**config.mk**
```make
export PLATFORM = sky130hd
export DESIGN_NAME = acec_top
export DESIGN_NICKNAME = d
export VERILOG_FILES = /design/src/acec_pkg.sv /design/src/acec_sync.sv /design/src/acec_top.sv
export SDC_FILE = /design/constraint.sdc
export NUM_CORES = 1
export LEC_CHECK = 0
export BUFFER_PORTS_ARGS = -buffer_cell sky130_fd_sc_hd__clkbuf_2
export CAP_MARGIN = 30
export CORE_MARGIN = 4
export CORE_UTILIZATION = 42
export CTS_CLUSTER_DIAMETER = 120
export DETAILED_ROUTE_END_ITERATION = 6
export GPL_ROUTABILITY_DRIVEN = 0
export HOLD_SLACK_MARGIN = 0.06
export PLACE_DENSITY = 0.73
export SETUP_SLACK_MARGIN = 0.15
export SKIP_CTS_REPAIR_TIMING = 1
export SYNTH_ARGS = -nofsm -noshare
export SYNTH_HDL_FRONTEND = slang
export SYNTH_SLANG_ARGS = --single-unit
```
**constraint.sdc**
```tcl
create_clock -name ref_clk -period 1.4 [get_ports ref_clk]
set_input_delay 0.07 -clock ref_clk [delete_from_list [all_inputs] [get_ports ref_clk]]
set_output_delay 0.07 -clock ref_clk [all_outputs]
set_load 0.05 [all_outputs]
```
**src/acec_pkg.sv**
```systemverilog
// package: register map, field layout and mode encodings of the comparator event block
package acec_pkg;
    // ------------------------------------------------------------
    // register offsets (byte addresses on the plain register port)
    // ------------------------------------------------------------
    localparam logic [3:0] ACEC_ADDR_WIDTH    = 4'h4;
    localparam logic [3:0] ACEC_OFF_CTRL      = 4'h0;  // status and control
    localparam logic [3:0] ACEC_OFF_OPTION    = 4'h4;  // system option two
    localparam logic [3:0] ACEC_OFF_STATE     = 4'h8;  // power state view

    // ------------------------------------------------------------
    // field positions of the status and control register
    // ------------------------------------------------------------
    localparam int ACEC_BIT_ENABLE   = 7;
    localparam int ACEC_BIT_REFSEL   = 6;
    localparam int ACEC_BIT_FLAG     = 5;
    localparam int ACEC_BIT_IRQEN    = 4;
    localparam int ACEC_BIT_LIVE     = 3;
    localparam int ACEC_BIT_OPE      = 2;
    localparam int ACEC_BIT_MODE_HI  = 1;
    localparam int ACEC_BIT_MODE_LO  = 0;
    // field position in system option two
    localparam int ACEC_BIT_ROUTE    = 0;

    // ------------------------------------------------------------
    // reset values
    // ------------------------------------------------------------
    localparam logic [7:0] ACEC_CTRL_RST   = 8'h00;
    localparam logic [7:0] ACEC_OPTION_RST = 8'h00;

    // ------------------------------------------------------------
    // event mode encodings
    // ------------------------------------------------------------
    localparam logic [1:0] ACEC_MODE_FALL0 = 2'h0;
    localparam logic [1:0] ACEC_MODE_RISE  = 2'h1;
    localparam logic [1:0] ACEC_MODE_FALL2 = 2'h2;
    localparam logic [1:0] ACEC_MODE_BOTH  = 2'h3;

    // chip power modes as seen from the power-mode controller
    typedef enum logic [2:0] {
        ACEC_PM_RUN,
        ACEC_PM_WAIT,
        ACEC_PM_LIGHT_STOP,
        ACEC_PM_DEEP_STOP_TWO,
        ACEC_PM_DEEP_STOP_ONE
    } acec_pmode_t;
endpackage : acec_pkg

```
**src/acec_sync.sv**
```systemverilog
// module: two-flop synchroniser for the asynchronous comparator result
`timescale 1ns/100ps
`default_nettype none
module acec_sync
(
    // clock and reset
    input  wire logic ref_clk,
    input  wire logic srst,
    // asynchronous level in, synchronised level out
    input  wire logic async_in,
    output var  logic sync_out
);
    logic meta_r;
    logic meta_nxt;
    logic sync_r;
    logic sync_nxt;

    // ------------------------------------------------------------
    // next values
    // ------------------------------------------------------------
    always_comb
    begin
        meta_nxt = async_in;
        sync_nxt = meta_r;  // first stage is read only here
    end

    // ------------------------------------------------------------
    // registers
    // ------------------------------------------------------------
    always_ff @(posedge ref_clk)
    begin
        if (srst)
        begin
            meta_r <= 1'b0;
            sync_r <= 1'b0;
        end
        else
        begin
            meta_r <= meta_nxt;
            sync_r <= sync_nxt;
        end
    end

    assign sync_out = sync_r;
endmodule // acec_sync
`default_nettype wire

```
**src/acec_top.sv**
```systemverilog
// module: control and event logic around the on-chip analog comparator
// How it works
// - enabled comparator keeps evaluating events during light stop
// - in light stop the output pin follows the result as in run
// - event in light stop with irq enable sets flag and requests wake-up
// - reset exit from stop returns all control and status to reset values
// - deep stop powers block down: no evaluation, no flags, no pin drive
// - after deep stop wake-up the status and control settings come up cleared; the routing bit keeps its value
// - background debug halt does not stop normal operation
// - comparator enabled before wait keeps running during wait
// - wait-mode event with irq enable raises an interrupt
// - routing bit sends comparator output to timer capture channel zero
// - routing bit hides timer channel-zero pin from outside
// - events selectable on rising, falling or either edge
// - option replaces positive input pin with internal bandgap
// - option drives comparator result onto output pin
// - mode 00 falling, 01 rising, 10 falling, 11 either edge
// - flag sets on selected event, cleared by writing one, by deep stop or by reset
// - interrupt asserted while flag set and irq enable set
//
// Added by the designer: the register addresses and the address-and-strobe port.
`timescale 1ns/100ps
`default_nettype none
module acec_top
    import acec_pkg::*;
(
    // clock and reset
    input  wire logic       ref_clk,
    input  wire logic       srst,
    // register port
    input  wire logic [3:0] reg_addr,
    input  wire logic [7:0] reg_wdata,
    input  wire logic       reg_wr,
    input  wire logic       reg_rd,
    output var  logic [7:0] reg_rdata,
    // power-mode controller
    input  wire logic [2:0] power_mode,
    input  wire logic       debug_halt,
    input  wire logic       stop_edge_seen,
    output var  logic       wake_req,
    // analog comparator core
    input  wire logic       compare_raw,
    output var  logic       core_power_on,
    output var  logic       reference_select,
    // pins and timer routing
    output var  logic       compare_out_pin,
    output var  logic       compare_out_pin_oe_n,
    output var  logic       timer_capture_in,
    output var  logic       timer_capture_route,
    // interrupt request to the cpu
    output var  logic       compare_irq
);
    // ------------------------------------------------------------
    // state
    // ------------------------------------------------------------
    logic [7:0]  ctrl_r;
    logic [7:0]  ctrl_nxt;
    logic        route_r;
    logic        route_nxt;
    logic        prev_r;
    logic        prev_nxt;
    logic [7:0]  rdata_r;
    logic [7:0]  rdata_nxt;
    logic        pin_r;
    logic        pin_nxt;
    logic        pin_oe_n_r;
    logic        pin_oe_n_nxt;
    logic        cap_r;
    logic        cap_nxt;
    logic        irq_r;
    logic        irq_nxt;
    logic        wake_r;
    logic        wake_nxt;
    logic        pwr_r;
    logic        pwr_nxt;
    logic        stop_seen_meta_r;
    logic        stop_seen_r;
    logic        cmp_sync;
    logic        deep_stop;
    logic        enabled;
    logic        evt;
    logic        flag_set;
    logic        flag_clr;
    acec_pmode_t pmode;

    // ------------------------------------------------------------
    // helpers
    // ------------------------------------------------------------
    // edge selection shared by the clocked and clockless paths
    function automatic logic edge_hit(input logic [1:0] mode,
                                      input logic       rise,
                                      input logic       fall);
        case (mode)
            ACEC_MODE_RISE: edge_hit = rise;
            ACEC_MODE_BOTH: edge_hit = rise | fall;
            default:        edge_hit = fall;  // 00 and 10 both fall
        endcase
    endfunction

    // comparator result brought into the bus clock domain
    acec_sync i_acec_sync
    (
        .ref_clk  (ref_clk),
        .srst     (srst),
        .async_in (compare_raw),
        .sync_out (cmp_sync)
    );

    // ------------------------------------------------------------
    // decode of the power state
    // ------------------------------------------------------------
    // debug halt is deliberately ignored: the block runs on regardless
    always_comb
    begin
        pmode     = acec_pmode_t'(power_mode);
        deep_stop = (pmode == ACEC_PM_DEEP_STOP_TWO) ||
                    (pmode == ACEC_PM_DEEP_STOP_ONE);
        // run, wait, light stop and debug halt all keep the block alive
        enabled   = ctrl_r[ACEC_BIT_ENABLE] & ~deep_stop;
    end

    // ------------------------------------------------------------
    // event detection and flag handling
    // ------------------------------------------------------------
    // without a bus clock the chip-level async latch reports an edge;
    // it arrives synchronised here so it cannot be lost while stopped
    always_comb
    begin
        evt      = edge_hit(ctrl_r[ACEC_BIT_MODE_HI:ACEC_BIT_MODE_LO],
                            cmp_sync & ~prev_r,
                            ~cmp_sync & prev_r);
        // the latch cannot tell rise from fall, so the settled level picks the direction
        flag_set = enabled & (evt | (stop_seen_r &
                   edge_hit(ctrl_r[ACEC_BIT_MODE_HI:ACEC_BIT_MODE_LO],
                            cmp_sync,
                            ~cmp_sync)));
        flag_clr = reg_wr & (reg_addr == ACEC_OFF_CTRL) & reg_wdata[ACEC_BIT_FLAG];
    end

    // ------------------------------------------------------------
    // register next values
    // ------------------------------------------------------------
    always_comb
    begin
        ctrl_nxt  = ctrl_r;
        route_nxt = route_r;
        prev_nxt  = enabled ? cmp_sync : 1'b0;
        if (reg_wr && reg_addr == ACEC_OFF_CTRL)
        begin
            ctrl_nxt[ACEC_BIT_ENABLE] = reg_wdata[ACEC_BIT_ENABLE];
            ctrl_nxt[ACEC_BIT_REFSEL] = reg_wdata[ACEC_BIT_REFSEL];
            ctrl_nxt[ACEC_BIT_IRQEN]  = reg_wdata[ACEC_BIT_IRQEN];
            ctrl_nxt[ACEC_BIT_OPE]    = reg_wdata[ACEC_BIT_OPE];
            ctrl_nxt[ACEC_BIT_MODE_HI:ACEC_BIT_MODE_LO] =
                reg_wdata[ACEC_BIT_MODE_HI:ACEC_BIT_MODE_LO];
        end
        if (reg_wr && reg_addr == ACEC_OFF_OPTION)
        begin
            route_nxt = reg_wdata[ACEC_BIT_ROUTE];
        end
        // write-one-to-clear; a same-cycle event wins so it is not lost
        if (flag_clr)
        begin
            ctrl_nxt[ACEC_BIT_FLAG] = 1'b0;
        end
        if (flag_set)
        begin
            ctrl_nxt[ACEC_BIT_FLAG] = 1'b1;
        end
        ctrl_nxt[ACEC_BIT_LIVE] = 1'b0;  // live bit is never stored
        // deep stop clears the status and control register and edge history; the routing bit is kept
        if (deep_stop)
        begin
            ctrl_nxt  = ACEC_CTRL_RST;
            prev_nxt  = 1'b0;
        end
    end

    // ------------------------------------------------------------
    // output and read-back next values
    // ------------------------------------------------------------
    always_comb
    begin
        rdata_nxt = 8'h00;
        if (reg_rd)
        begin
            case (reg_addr)
                ACEC_OFF_CTRL:
                begin
                    rdata_nxt = ctrl_r;
                    rdata_nxt[ACEC_BIT_LIVE] = enabled & cmp_sync;
                end
                ACEC_OFF_OPTION: rdata_nxt = {7'h00, route_r};
                ACEC_OFF_STATE:  rdata_nxt = {5'h00, power_mode};
                default:         rdata_nxt = 8'h00;
            endcase
        end
        // pin follows the result in run, wait and light stop alike
        pin_nxt      = enabled & ctrl_r[ACEC_BIT_OPE] & cmp_sync;
        pin_oe_n_nxt = ~(enabled & ctrl_r[ACEC_BIT_OPE]);
        cap_nxt      = route_r & enabled & cmp_sync;
        irq_nxt      = ctrl_nxt[ACEC_BIT_FLAG] & ctrl_nxt[ACEC_BIT_IRQEN];
        // wake request only matters outside run, so it is gated off there
        wake_nxt     = irq_nxt & (pmode != ACEC_PM_RUN);
        pwr_nxt      = ctrl_nxt[ACEC_BIT_ENABLE] & ~deep_stop;
    end

    // ------------------------------------------------------------
    // registers
    // ------------------------------------------------------------
    // srst also covers a reset exit from any stop mode
    always_ff @(posedge ref_clk)
    begin
        if (srst)
        begin
            ctrl_r           <= ACEC_CTRL_RST;
            route_r          <= ACEC_OPTION_RST[ACEC_BIT_ROUTE];
            prev_r           <= 1'b0;
            rdata_r          <= 8'h00;
            pin_r            <= 1'b0;
            pin_oe_n_r       <= 1'b1;
            cap_r            <= 1'b0;
            irq_r            <= 1'b0;
            wake_r           <= 1'b0;
            pwr_r            <= 1'b0;
            stop_seen_meta_r <= 1'b0;
            stop_seen_r      <= 1'b0;
        end
        else
        begin
            ctrl_r           <= ctrl_nxt;
            route_r          <= route_nxt;
            prev_r           <= prev_nxt;
            rdata_r          <= rdata_nxt;
            pin_r            <= pin_nxt;
            pin_oe_n_r       <= pin_oe_n_nxt;
            cap_r            <= cap_nxt;
            irq_r            <= irq_nxt;
            wake_r           <= wake_nxt;
            pwr_r            <= pwr_nxt;
            stop_seen_meta_r <= stop_edge_seen;
            stop_seen_r      <= stop_seen_meta_r;
        end
    end

    // ------------------------------------------------------------
    // outputs
    // ------------------------------------------------------------
    assign reg_rdata            = rdata_r;
    assign compare_out_pin      = pin_r;
    assign compare_out_pin_oe_n = pin_oe_n_r;
    assign timer_capture_in     = cap_r;
    assign timer_capture_route  = route_r;
    assign compare_irq          = irq_r;
    assign wake_req             = wake_r;
    assign core_power_on        = pwr_r;
    assign reference_select     = ctrl_r[ACEC_BIT_REFSEL];
endmodule // acec_top
`default_nettype wire

```
# Word level (Yosys, flattened, before mapping)
# Cells that the tools add are included.
dict set report classes {
  bitwise 23
  eq_ne 6
  reduce_logical 8
  n_mux 9
}
# op n
set op_table {}
lappend op_table {{8-bit one-hot mux with 3 select lines} 1}
lappend op_table {{1-bit AND} 15}
lappend op_table {{8-bit 2-to-1 mux} 1}
lappend op_table {{1-bit NOT} 6}
lappend op_table {{4-bit by 3-bit equality test with 1-bit output (second input constant)} 1}
lappend op_table {{4-bit equality test (second input constant)} 1}
lappend op_table {{4-bit zero test} 1}
lappend op_table {{1-bit one-hot mux with 2 select lines} 2}
lappend op_table {{2-bit OR reduction} 2}
lappend op_table {{3-bit by 2-bit equality test with 1-bit output (second input constant)} 1}
lappend op_table {{3-bit equality test (second input constant)} 1}
lappend op_table {{1-bit 2-to-1 mux} 3}
lappend op_table {{3-bit 2-to-1 mux} 1}
lappend op_table {{3-bit nonzero test} 1}
lappend op_table {{3-bit OR reduction} 1}
lappend op_table {{2-bit by 1-bit equality test with 1-bit output (second input constant)} 1}
lappend op_table {{2-bit equality test (second input constant)} 1}
lappend op_table {{1-bit logical AND} 2}
lappend op_table {{2-bit 2-to-1 mux} 1}
lappend op_table {{1-bit OR} 2}
lappend op_table {{1-bit logical OR} 1}
dict set report totals {
  wordCells 61
  input_bits 22
  regBits 28
  out_inout_bits 16
}

# Logic depth before layout (Yosys ltp)
# Gate-level depths: netlist of run 1.
dict set report logic_depth {
  ltp_word 10
  ltp_mapped 6
  mapped_depth_nobuf 6
}

# By module
# A second synthesis of run 1 with hierarchy kept.
dict set report unflattened {
  hier_cells 92
  area_unflattened_um2 972.2
}
# mod area_each_um2 instances cells_per_inst seq_area_each_um2
set by_module_without_submodules {}
lappend by_module_without_submodules {acec_top 919.6 1 88 480.5}
lappend by_module_without_submodules {acec_sync 52.6 1 4 40.0}

# Worst setup path before layout of run 1
# OpenSTA, ideal clock, no wires.
dict set report synth_timing {
  path_type {reg2reg}
  startpoint {register prev_r}
  endpoint {register wake_r (netlist: wake_req)}
  n_path_buf 0
  setup_time_ps 88
  period_less_slack_ps 1379
  required_ps 1312
  path_slack_ps 21
  t_arrival_ps 1291
  stages_incl_launch_ff 7
  cell_sequence {dfxtp_1 > inv_1 > ha_1 > and3b_1 > o21ai_0 > a31oi_2 > nor4_2}
}
dict set report synth_between {
  elab_chain_len 10
  elab_cells_between_ends 11
  classes_between {3 x mux; 8 x bitwise}
}
# item line
set synth_lines {}
lappend synth_lines {{start, declared} acec_top.sv:60} ;# logic prev_r;
lappend synth_lines {{start signal, assigned} acec_top.sv:233} ;# prev_r <= prev_nxt;
lappend synth_lines {{1-bit NOT} acec_top.sv:130} ;# cmp_sync & ~prev_r,
lappend synth_lines {{1-bit AND} acec_top.sv:130}
lappend synth_lines {{1-bit OR} acec_top.sv:95} ;# ACEC_MODE_BOTH: edge_hit = rise | fall;
lappend synth_lines {{1-bit one-hot mux with 2 select lines *} acec_top.sv:93} ;# case (mode)
lappend synth_lines {{1-bit OR *} acec_top.sv:133} ;# flag_set = enabled & (evt | (stop_seen_r &
lappend synth_lines {{1-bit AND *} acec_top.sv:133}
lappend synth_lines {{1-bit 2-to-1 mux *} acec_top.sv:166} ;# if (flag_set)
lappend synth_lines {{8-bit 2-to-1 mux *} acec_top.sv:172} ;# if (deep_stop)
lappend synth_lines {{1-bit AND *} acec_top.sv:202} ;# irq_nxt = ctrl_nxt[ACEC_BIT_FLAG] & ctrl_nxt[ACEC_BIT_IRQEN];
lappend synth_lines {{1-bit AND *} acec_top.sv:204} ;# wake_nxt = irq_nxt & (pmode != ACEC_PM_RUN);
lappend synth_lines {{end signal, assigned} acec_top.sv:239} ;# wake_r <= wake_nxt;
lappend synth_lines {{end, declared} acec_top.sv:72} ;# logic wake_r;
# Mark *: on every way between the ends. The rest lies on a longest branch, timed or not.
# A chain may end at the register's enable or synchronous reset.

# Worst setup path in the final report of run 1
dict set report layout_timing {
  startpoint {register prev_r}
  endpoint {register irq_r (netlist: compare_irq)}
}
dict set report layout_between {
  elab_chain_len 9
  elab_cells_between_ends 10
  classes_between {3 x mux; 7 x bitwise}
}
# item line
set layout_lines {}
lappend layout_lines {{1-bit NOT} acec_top.sv:130}
lappend layout_lines {{1-bit AND} acec_top.sv:130}
lappend layout_lines {{1-bit OR} acec_top.sv:95}
lappend layout_lines {{1-bit one-hot mux with 2 select lines *} acec_top.sv:93}
lappend layout_lines {{1-bit OR *} acec_top.sv:133}
lappend layout_lines {{1-bit AND *} acec_top.sv:133}
lappend layout_lines {{1-bit 2-to-1 mux *} acec_top.sv:166}
lappend layout_lines {{8-bit 2-to-1 mux *} acec_top.sv:172}
lappend layout_lines {{1-bit AND *} acec_top.sv:202}
lappend layout_lines {{end signal, assigned} acec_top.sv:238} ;# irq_r <= irq_nxt;
lappend layout_lines {{end, declared} acec_top.sv:70} ;# logic irq_r;
# Marked as above.

==> results.md, run 1 <==
Synth:
- In this run, synthesis produced a sequential element count of 26.
- The number of nets in the synthesized netlist is 118.
- The register area share after synthesis is 53.33%.
- The count of synthesis-stage warnings from yosys is 0.
- The cell area after synthesis is between 900 and 1000 um2.
- The synthesized instance count is 94.
- The average instance in the mapped netlist occupies 10.38 um2.
- After synthesis, the netlist uses 26 different library cells.

Floorplan:
- The y dimension of the die is 56.21 um.
- The width of the die is roughly 56 um.
- 38 I/O pins were placed.
- The initial standard-cell utilization of the core is 44.12%.
- The die area is about 3200 um2.
- The floorplan has 17 rows.
- In this run the standard cell core region covers about 2200 um2.

CTS:
- The clock buffer count from CTS is 3.
- The maximum buffer depth of the clock tree is 2.
- The clock latency on the worst-skew pair is approximately 0.32 ns.
- The clock tree from TritonCTS is yes.
- Clock-pin slew was measured on the worst setup and hold paths at 0.14 ns.
- The root cell of the clock tree is clkbuf_4.
- The maximum level of the CTS H-tree is 1.
- Clock tree synthesis found a total of 26 sinks.

GRT:
- The number of antenna violations at the first check in global routing is 0.
- The maximum number of pins on one net before global-route repair is 15.
- The number of global-route vias before repair is 760.
- The global route total overflow is 0.
- The aggregate global-route resource usage is around 13%.
- The first-pass GRT wire length is 3160 um.

Placement:
- After legalization and detailed placement, the total HPWL measured ~1500 um.
- The count of port buffers added during placement is 35.
- The number of placed instances, taps included, is about 160.
- The post-place instance area is approximately 1200 um2.

Timing:
- The count of endpoints failing setup in the final report is 1.
- The share of the clock period used by the worst path after layout is 100.1%.
- The max-slew violation count was 0.
- The relative slew slack is 76.68%.
- The worst setup slack after layout is -0.001060 ns.
- The final hold violation count came to 0.
- The worst path in the final design needs a cycle of roughly 1.4 ns, including I/O delays and setup.
- The clock skew after layout is around 0.0077 ns.
- For the pin with the worst max-slew slack, the measured transition is 0.3401 ns.
- The worst hold margin is between 0.05 and 0.06 ns.
- For this run, the top clock speed supported by timing is between 0.7 and 0.8 GHz.
- Setup repair after global routing could not meet its margin everywhere.

Pwr:
- IR analysis of the VDD net gives a maximum drop of roughly 0.67 mV.
- Overall power consumption after layout is estimated at 1.251 mW.
- For this design the static power due to leakage is about 0.63 nW.
- The power density of the placed cells is 889.6 nW/um2.

Hold path:
- In this run the worst hold path is classified as input port to flop.

Route:
- The number of DRC violations after detailed routing is 0.
- Using the TritonRoute via totals, the vias-per-cell ratio works out to ~4.8.
- The first detailed-routing pass ran for 4 iterations.
- Dividing the detail-routed wire length by the instance count gives around 12 um.
- The count of nets left with antenna violations once routing finished came out at 0.
- Summed over all layers, the routed wires come to about 2100 um.
- The first-iteration detailed-routing DRC count is 11.
- The total vias in the final route is 835.

Setup path:
- STA classifies the critical path endpoint as a flop.
- The category of the worst setup path launch point is a flop.
- Along the worst path, the maximum fanout reaches 3.
- At the worst endpoint, the arrival time is between 1.5 and 2 ns.
- For the worst setup path, the data required time is between 1.5 and 2 ns.
- The critical path is of the flop to flop type.

Layout:
- The number of non-filler instances in the completed layout is about 180.
- Summing all non-filler instances in the final layout gives an area of approximately 1400 um2.
- Leaving out fill and tap cells, the most frequent cell in the layout is clkbuf_2.
- The share of the core filled with cells is between 60% and 70%.
- The repair_antennas step left the layout with diodes totalling 0.
- Leaving out fill and tap cells, the most frequent cells in the layout are clkbuf_2, dfxtp_1, nor2_1, dlygate4sd3_1, mux2i_1.
- The fraction of final layout cells with drive strength greater than 1 is between 30% and 40%.
- The final layout net count is roughly 170.
- From synthesis to final layout, the design area changed by 44.10%.

Flow run:
- Across the run, the number of max-cap violations was 0.

Outcome:
- The checks that failed: negative setup slack.
- The run finished, with violations left.
==> stage by stage <==
stage | TNS [ns] | setup slack, ns
after floorplan | 0 | 0.1635
after global placement | 0 | 0.1064
after detailed placement | 0 | 0.04705
after CTS | 0 | 0.02147
after global routing | -0.1257 | -0.07239
final | -0.001060 | -0.001060
==> path summary, 6_finish.rpt <==
path,startpoint,endpoint,slack (ns),cells past startpoint
max,prev_r,compare_irq,-0.001,7
min,power_mode[1],reg_rdata[1],0.06,3
min reg2reg,ctrl_r[5],reg_rdata[5],0.45,2
max reg2reg,prev_r,compare_irq,-0.001,7
==> cell usage after synthesis <==
master / instances / share of area, %
dfxtp_1: 26 / 53
nor2_1: 15 / 5.8
mux2i_1: 10 / 10
inv_1: 6 / 2.3
nand3b_1: 5 / 3.8
and2_1: 4 / 2.6
nor2b_1: 4 / 2.6
and3_1: 2 / 1.3
ha_1: 2 / 2.6
nand2b_1: 2 / 1.3
nor3_1: 2 / 1.0
o21ai_0: 2 / 1.0
a211o_1: 1 / 0.90
a211oi_1: 1 / 0.77
a31oi_1: 1 / 0.64
a31oi_2: 1 / 1.3
and3b_1: 1 / 0.90
and4b_1: 1 / 1.0
buf_2: 1 / 0.51
buf_6: 1 / 1.2
clkbuf_1: 1 / 0.38
nand3_1: 1 / 0.51
nor2b_2: 1 / 0.90
nor3_2: 1 / 1.0
nor4_2: 1 / 1.3
or3b_1: 1 / 0.90
==> kinds of logic (layout without fill, tap and decap cells) <==
family	count (synthesis)	in the layout	synth area share (%)
AOI/OAI and AO/OA	6	6	4.616
adders and majority gates	2	2	2.564
buffers and inverters	9	62	4.358
DFF	26	26	53.33
muxes	10	10	10.26
and+or+nand+nor	41	41	24.87
==> per-layer routing <==
layer,part of all wire [%],track usage (%)
met4,1.1,6.102
met2,51,21.87
met5,0,0
met3,6.5,3.944
met1,41,14.31
==> flip-flops by register name, summed over array words and instances, names as in the netlist <==
register,count
compare_irq,1
compare_out_pin,1
compare_out_pin_oe_n,1
core_power_on,1
ctrl_r,6
i_acec_sync.meta_r,1
i_acec_sync.sync_out,1
prev_r,1
reg_rdata,8
stop_seen_meta_r,1
stop_seen_r,1
timer_capture_in,1
timer_capture_route,1
wake_req,1
==> power by group <==
group	internal [mW]	total, mW	switching (mW)
Sequential	0.747	0.752	0.00515
Combinational	0.0695	0.124	0.0543
Clock	0.159	0.375	0.216
Total	0.975	1.25	0.276
==> worst max-delay path: stages (launching register included) <==
cell and delay (ns):
dfxtp_2 0.37, inv_2 0.04, ha_4 0.20, and3b_1 0.16, o21ai_2 0.16, a31oi_4 0.12, buf_4 0.15, nor3_2 0.14
==> final cells by class <==
cell class                      instances  area [um2]
Fill cell                             193       805.8
Multi-Input combinational cell         59       447.9
Tap cell                               28       35.03
Clock buffer                            4       36.28
Timing Repair Buffer                   52       337.8
Sequential cell                        26       526.8
Inverter                                6       22.52
Power figures use the tool's default switching activity.
==> run 2: changes to the inputs <==
Settings changed: REMOVE_ABC_BUFFERS set to 1, TNS_END_PERCENT set to 20.
==> results.md, run 2 (same netlist as run 1, synthesis figures left out) <==
Setup path:
- The class of the most critical setup path is flop to flop.
- STA classifies the critical path startpoint as a flop.
- The kind of end point of the critical path is a flop.
- The data required time of the critical path was 1.60 ns (-0.06 ns).
- In this run the critical register-to-register path is launched from prev_r.
- The most critical setup path has its startpoint at prev_r.
- The arrival time at the worst endpoint is 1.51 ns (-0.15 ns).
- The worst-path maximum fanout is 3 (unchanged).

GRT:
- The aggregate global-route resource usage is 12.99% (+0.20 points).
- The global route total overflow is 0 (unchanged).
- The global-route track usage on met2 is 23.54% (+1.7 points).
- The most heavily used metal layer in global routing is met2.
- The maximum number of pins on one net before global-route repair is 14 (-1).
- The met1 layer usage reported by global route is 14.31% (about the same).
- The number of antenna violations at the first check in global routing is 0 (unchanged).
- The global-route met3 utilization is 2.552% (-1.4 points).
- The number of global-route vias before repair is 794 (+4.5%).
- The first-pass GRT wire length was 3291 um (+4.1%).

Route:
- The number of routed nets with antenna violations is 0 (unchanged).
- The number of DRC violations after detailed routing came to 0 (unchanged).
- The first-iteration detailed-routing DRC count is 8 (-3).
- The final wirelength is 2158 um (+2.6%).
- The per-cell routed wire length is 12.40 um (+3.2%).
- The via-per-instance ratio is 4.793 (+0.45%).
- The total vias in the final route is 834 (-0.12%).
- The detailed-router iteration count before antenna repair was 4 (unchanged).

CTS:
- The clock tree from TritonCTS is yes.
- The clock-pin slew of the registers on the worst-case setup and hold paths is 0.13 ns (about the same).
- The root cell of the clock tree is clkbuf_4.
- The clock latency on the worst-skew pair is 0.31 ns (about the same).
- The clock buffer count from CTS is 3 (unchanged).
- The TritonCTS sink count came to 26 (unchanged).
- The maximum buffer depth of the clock tree is 2 (unchanged).
- The maximum level of the CTS H-tree is 1 (unchanged).

Timing:
- The final hold violation count is 0 (unchanged).
- The max-slew violation count was 0 (unchanged).
- The count of endpoints failing setup in the final report is 0 (-1).
- The worst hold margin came to 0.05719 ns (-0.002050 ns).
- The maximum operating frequency was 0.7634 GHz (+7.0%).
- The share of the clock period used by the worst path after layout was 93.56% (-6.5 points).
- The clock skew after layout is 0.003507 ns (-0.004173 ns).
- The shortest clock period the worst path allows after layout is 1.310 ns (-0.09119 ns).
- The relative slew slack is 78.25% (+1.6 points).
- Setup repair after global routing could not meet its margin everywhere.
- The slew at the pin closest to its max-slew limit is 0.3172 ns (-0.02287 ns).
- The worst setup slack after layout is 0.09013 ns (+0.09119 ns).

Floorplan:
- The width of the die is 56.21 um (unchanged).
- The total core area is 2212 um2 (unchanged).
- The y dimension of the die came to 56.21 um (unchanged).
- The number of placed I/O pins is 38 (unchanged).
- The die area is 3159 um2 (unchanged).
- The row count is 17 (unchanged).
- The initial standard-cell utilization of the core is 44.12% (unchanged).

Layout:
- The area growth from synthesis to layout is 41.28%.
- The number of fillers in the final layout is 201 (+4.1%).
- In the layout the commonest cells are clkbuf_2, dfxtp_1, nor2_1, dlygate4sd3_1, mux2i_1.
- The number of diodes added for antenna fixing is 0 (unchanged).
- The final instance area is 1379 um2 (-2.0%).
- The final layout net count is 172 (unchanged).
- The flip-flop count of the largest register after layout is 8 (unchanged).
- The area of the multi-input gates is 437.9 um2 (-2.2%).
- The fraction of final layout cells with drive strength greater than 1 was 34.25% (-2.5 points).
- The area taken by flip-flops and latches was 523.0 um2 (-0.71%).
- Leaving out fill and tap cells, the most frequent cell in the layout is clkbuf_2.
- The share of the core filled with cells is 62.33% (-1.2 points).

Hold path:
- The path type of the worst min-delay path is input port to flop.
- The startpoint of the lowest-slack hold path is reg_addr[3].

Pwr:
- The power density of the placed cells is 851.6 nW/um2 (-4.3%).
- The overall power after layout is 1.174 mW (-6.1%).
- The worst voltage drop across the vdd grid came to 0.6086 mV (-9.2%).
- The leakage power figure came to 0.6208 nW (-1.2%).

Flow run:
- The count of max-cap constraint violations is 0 (unchanged).

Outcome:
- The flow ran to the end, and the final reports show no timing, DRC or antenna violations.

Placement:
- The post-detailed-placement half-perimeter wirelength was 1615 um (+7.8%).
- The count of port buffers added during placement is 35 (unchanged).
- The post-place instance area was 1181 um2 (+0.53%).
- The worst-case setup slack after placement is -0.08514 ns (-0.1322 ns).
run 2: cell count changes in the layout (fill, tap and decap cells not counted), sizes merged:
cell,before,now
clkbuf,39,38
run 2: path summary, 6_finish.rpt:
check	endpoint	slack, ns	cells past startpoint
hold reg to reg	i_acec_sync.sync_out	0.45	1
hold / removal	reg_rdata[5]	0.06	2
setup reg to reg	compare_irq	0.09	6
setup / recovery	compare_irq	0.09	6
run 2: critical path: stages, from the launching register on:
cell and delay [ns]:
dfxtp_2 0.37, inv_2 0.05, ha_4 0.14, a211oi_1 0.26, o21ai_2 0.11, a31oi_4 0.21
nor3_1 0.06
run 2: layer usage:
layer | routed length, um | share of wire (%)
met1 | 910 | 42
met2 | 1137 | 53
met3 | 111 | 5.1
met4 | 0 | 0
met5 | 0 | 0
run 2: through the flow:
stage | setup TNS, ns | instances
finish | 0 | 174
global route | 0 | 174
CTS | -0.1474 | 159
detailed placement | -0.1013 | 156
global placement | -0.008122 | 156
floorplan | 0 | 91
run 2: where the power goes:
| part | switching (mW) | internal, mW |
|---|---|---|
| Clock | 0.199 | 0.100 |
| Sequential | 0.00510 | 0.748 |
| Combinational | 0.0532 | 0.0688 |
run 2: layout make-up:
class,count,share of cell area [%]
Timing Repair Buffer,52,24.50
Multi-Input combinational cell,59,31.76
Clock buffer,3,1.633
Inverter,6,1.633
Sequential cell,26,37.93
Tap cell,28,2.541
==> run 3: changes to the inputs <==
Settings changed: CORE_MARGIN 4 to not set, CORE_UTILIZATION 42 to 50, PLACE_DENSITY 0.73 to 0.82.
Clock period 1.4 ns to 1.6 ns, I/O delays scaled along.
==> results.md, run 3 (same netlist as run 1, synthesis figures left out) <==
Floorplan:
- The y dimension of the die came to 46.18 um (-18%).
- The die area is 2133 um2 (-32%).
- The width of the die is 46.18 um (-18%).
- The initial standard-cell utilization of the core is 54.74% (+11 points).
- The row count came to 15 (-2).
- The number of placed I/O pins was 38 (unchanged).
- The total core area came to 1783 um2 (-19%).

Timing:
- The max-slew violation count is 0 (unchanged).
- The count of endpoints failing setup in the final report came to 0 (unchanged).
- The worst hold margin was -0.009409 ns (-0.06659 ns).
- The post-route setup TNS is 0 ns (unchanged).
- The share of the clock period used by the worst path after layout is 84.71% (-8.9 points).
- The maximum operating frequency was 0.7378 GHz (-3.4%).
- Setup repair after global routing could not meet its margin everywhere.
- The clock skew after layout was 0.005568 ns (+0.002061 ns).
- The shortest clock period the worst path allows after layout is 1.355 ns (+0.04552 ns).
- The relative slew slack is 78.92% (+0.68 points).
- The slew at the pin closest to its max-slew limit is 0.3074 ns (-0.009856 ns).
- The final hold violation count is 1 (+1).

CTS:
- The TritonCTS sink count is 26 (unchanged).
- Clock tree synthesis selected as its root buffer the cell clkbuf_4.
- The clock buffer count from CTS came to 3 (unchanged).
- The clock-pin slew of the registers on the worst-case setup and hold paths is 0.12 ns (about the same).
- The maximum level of the CTS H-tree was 1 (unchanged).
- The clock latency on the worst-skew pair is 0.31 ns (about the same).
- The clock tree from TritonCTS is yes.
- The maximum buffer depth of the clock tree is 2 (unchanged).

Route:
- The total vias in the final route came to 827 (-0.84%).
- The per-cell routed wire length is 12.29 um (-0.91%).
- The number of DRC violations after detailed routing is 0 (unchanged).
- The detailed-router iteration count before antenna repair is 4 (unchanged).
- The via-per-instance ratio is 4.982 (+3.9%).
- The number of routed nets with antenna violations is 0 (unchanged).
- The final wirelength was 2040 um (-5.5%).
- The first-iteration detailed-routing DRC count came to 16 (+8).

Layout:
- The final instance area is 1305 um2 (-5.4%).
- The top cell types in the final layout, fill and taps aside, are clkbuf_2, dfxtp_1, nor2_1, dlygate4sd3_1, mux2i_1.
- The final layout net count is 167 (-2.9%).
- The area growth from synthesis to layout is 33.72%.
- The most common cell after layout, fill and taps aside is clkbuf_2.
- The flip-flop count of the largest register after layout is 8 (unchanged).
- The number of diodes added for antenna fixing is 0 (unchanged).
- The number of fillers in the final layout is 134 (-33%).
- The fraction of final layout cells with drive strength greater than 1 is 31.91% (-2.3 points).

Setup path:
- The termination of the worst setup path is compare_irq.
- The category of cells accounting for the largest share of critical-path delay is flip-flops.
- The worst setup path is captured at a flop.
- The slowest cell on the critical path is dfxtp_2.
- The number of buffer and inverter stages on the critical path came to 1 (unchanged).
- The delay of the slowest cell on the worst path was 0.35 ns (-0.02 ns).
- The data required time of the critical path is 1.84 ns (+0.24 ns).
- The register-to-register path setup slack is 0.24 ns (+0.15 ns).
- In this run the critical register-to-register path is captured at compare_irq.
- The worst flop-to-flop path startpoint is prev_r.
- The class of the most critical setup path is flop to flop.
- The worst-path maximum fanout is 3 (unchanged).
- The arrival time at the worst endpoint was 1.60 ns (+0.09 ns).
- The logic depth of the worst path, buffers included came to 6 (unchanged).
- The depth of the worst register-to-register path is 6 (unchanged).
- The first element of the critical path is prev_r.
- STA classifies the critical path startpoint as a flop.
- Walking the worst path, the cells encountered are inv_1, ha_1, and3b_1, o21ai_1, a31oi_2, nor3_1.

Pwr:
- The leakage power figure is 0.5965 nW (-3.9%).
- The power spent charging and discharging nets is 0.2211 mW (-14%).
- The worst voltage drop across the vdd grid came to 0.4823 mV (-21%).
- The clock network fraction of design power was 25.6% (about the same).
- The switching fraction of total power is 21.77% (-0.13 points).
- The fraction of power consumed by sequential logic is 64.8% (+0.7 points).
- The power density of the placed cells is 778.3 nW/um2 (-8.6%).
- The cell-internal power is 0.7946 mW (-13%).
- The combinational cell fraction of total power came to 9.6% (-0.8 points).
- The overall power after layout came to 1.016 mW (-13%).

GRT:
- The maximum number of pins on one net before global-route repair is 14 (unchanged).
- The number of antenna violations at the first check in global routing is 0 (unchanged).
- The first-pass GRT wire length came to 2884 um (-12%).
- The global route total overflow is 0 (unchanged).
- The number of global-route vias before repair is 689 (-13%).
- The aggregate global-route resource usage is 19.87% (+6.9 points).

Outcome:
- The run finished, with violations left.
- The final reports fail on negative hold slack.

Placement:
- The post-place instance area is 1170 um2 (-0.95%).
- The post-detailed-placement half-perimeter wirelength is 1486 um (-8.0%).
- The count of port buffers added during placement is 35 (unchanged).

Hold path:
- The path type of the worst min-delay path is input port to flop.
- The instance count along the most critical hold path is 3 (+1).

Flow run:
- The count of max-cap constraint violations is 0 (unchanged).
==> run 3: power groups by stage <==
stage                     registers, mW  clock network, mW  logic [mW]
after global routing              0.660              0.302       0.107
after CTS                         0.658              0.270      0.0774
after floorplan                   0.676                  0      0.0311
after global placement            0.672                  0      0.0732
final                             0.658              0.260      0.0975
after detailed placement          0.673                  0      0.0771
==> run 3: worst reg2reg max path, stage by stage (launching register included) <==
cell and delay, ns:
dfxtp_2 0.35, inv_1 0.04, ha_1 0.28, and3b_1 0.16, o21ai_1 0.14, a31oi_2 0.13, nor3_1 0.18
==> run 3: per-stage QoR <==
stage | cells | hold WS (ns) | utilization (%) | worst slack [ns]
after floorplan | 91 | 0.1516 | - | 0.2214
after global placement | 152 | 0.2925 | 65.61 | 0.1840
after detailed placement | 152 | 0.3050 | 65.61 | 0.1294
after CTS | 155 | -0.03044 | 66.88 | 0.09325
after global routing | 166 | 0.06134 | 73.19 | 0.1481
final | 166 | -0.009409 | 73.19 | 0.2446
==> run 3: layout make-up <==
type	count	area [um2]	share of cell area, %
flip-flops and latches	26	523.0	40.08
repair buffers	47	292.8	22.44
multi-input cells	59	412.9	31.64
clock buffers	3	22.52	1.726
inverters	6	22.52	1.726
well taps	25	31.28	2.397
==> run 3: worst min-delay path by stage <==
stage	startpoint	endpoint	slack, ns
2_1_floorplan	srst	i_acec_sync.meta_r	0.15
3_3_place_gp	compare_raw	i_acec_sync.meta_r	0.29
3_5_place_dp	stop_edge_seen	stop_seen_meta_r	0.30
4_1_cts	stop_edge_seen	stop_seen_meta_r	-0.03
5_1_grt	reg_wdata[2]	ctrl_r[2]	0.06
6_report	reg_wdata[2]	ctrl_r[2]	-0.009
==> run 3: metal layers <==
| layer | global-route usage (%) | vias to the layer above | wire, um |
|---|---|---|---|
| met5 | 0 | - | 0 |
| met4 | 10.00 | 0 | 41 |
| met3 | 3.922 | 7 | 86 |
| met2 | 34.65 | 30 | 1104 |
| met1 | 22.76 | 381 | 807 |
| li1 | - | 409 | - |
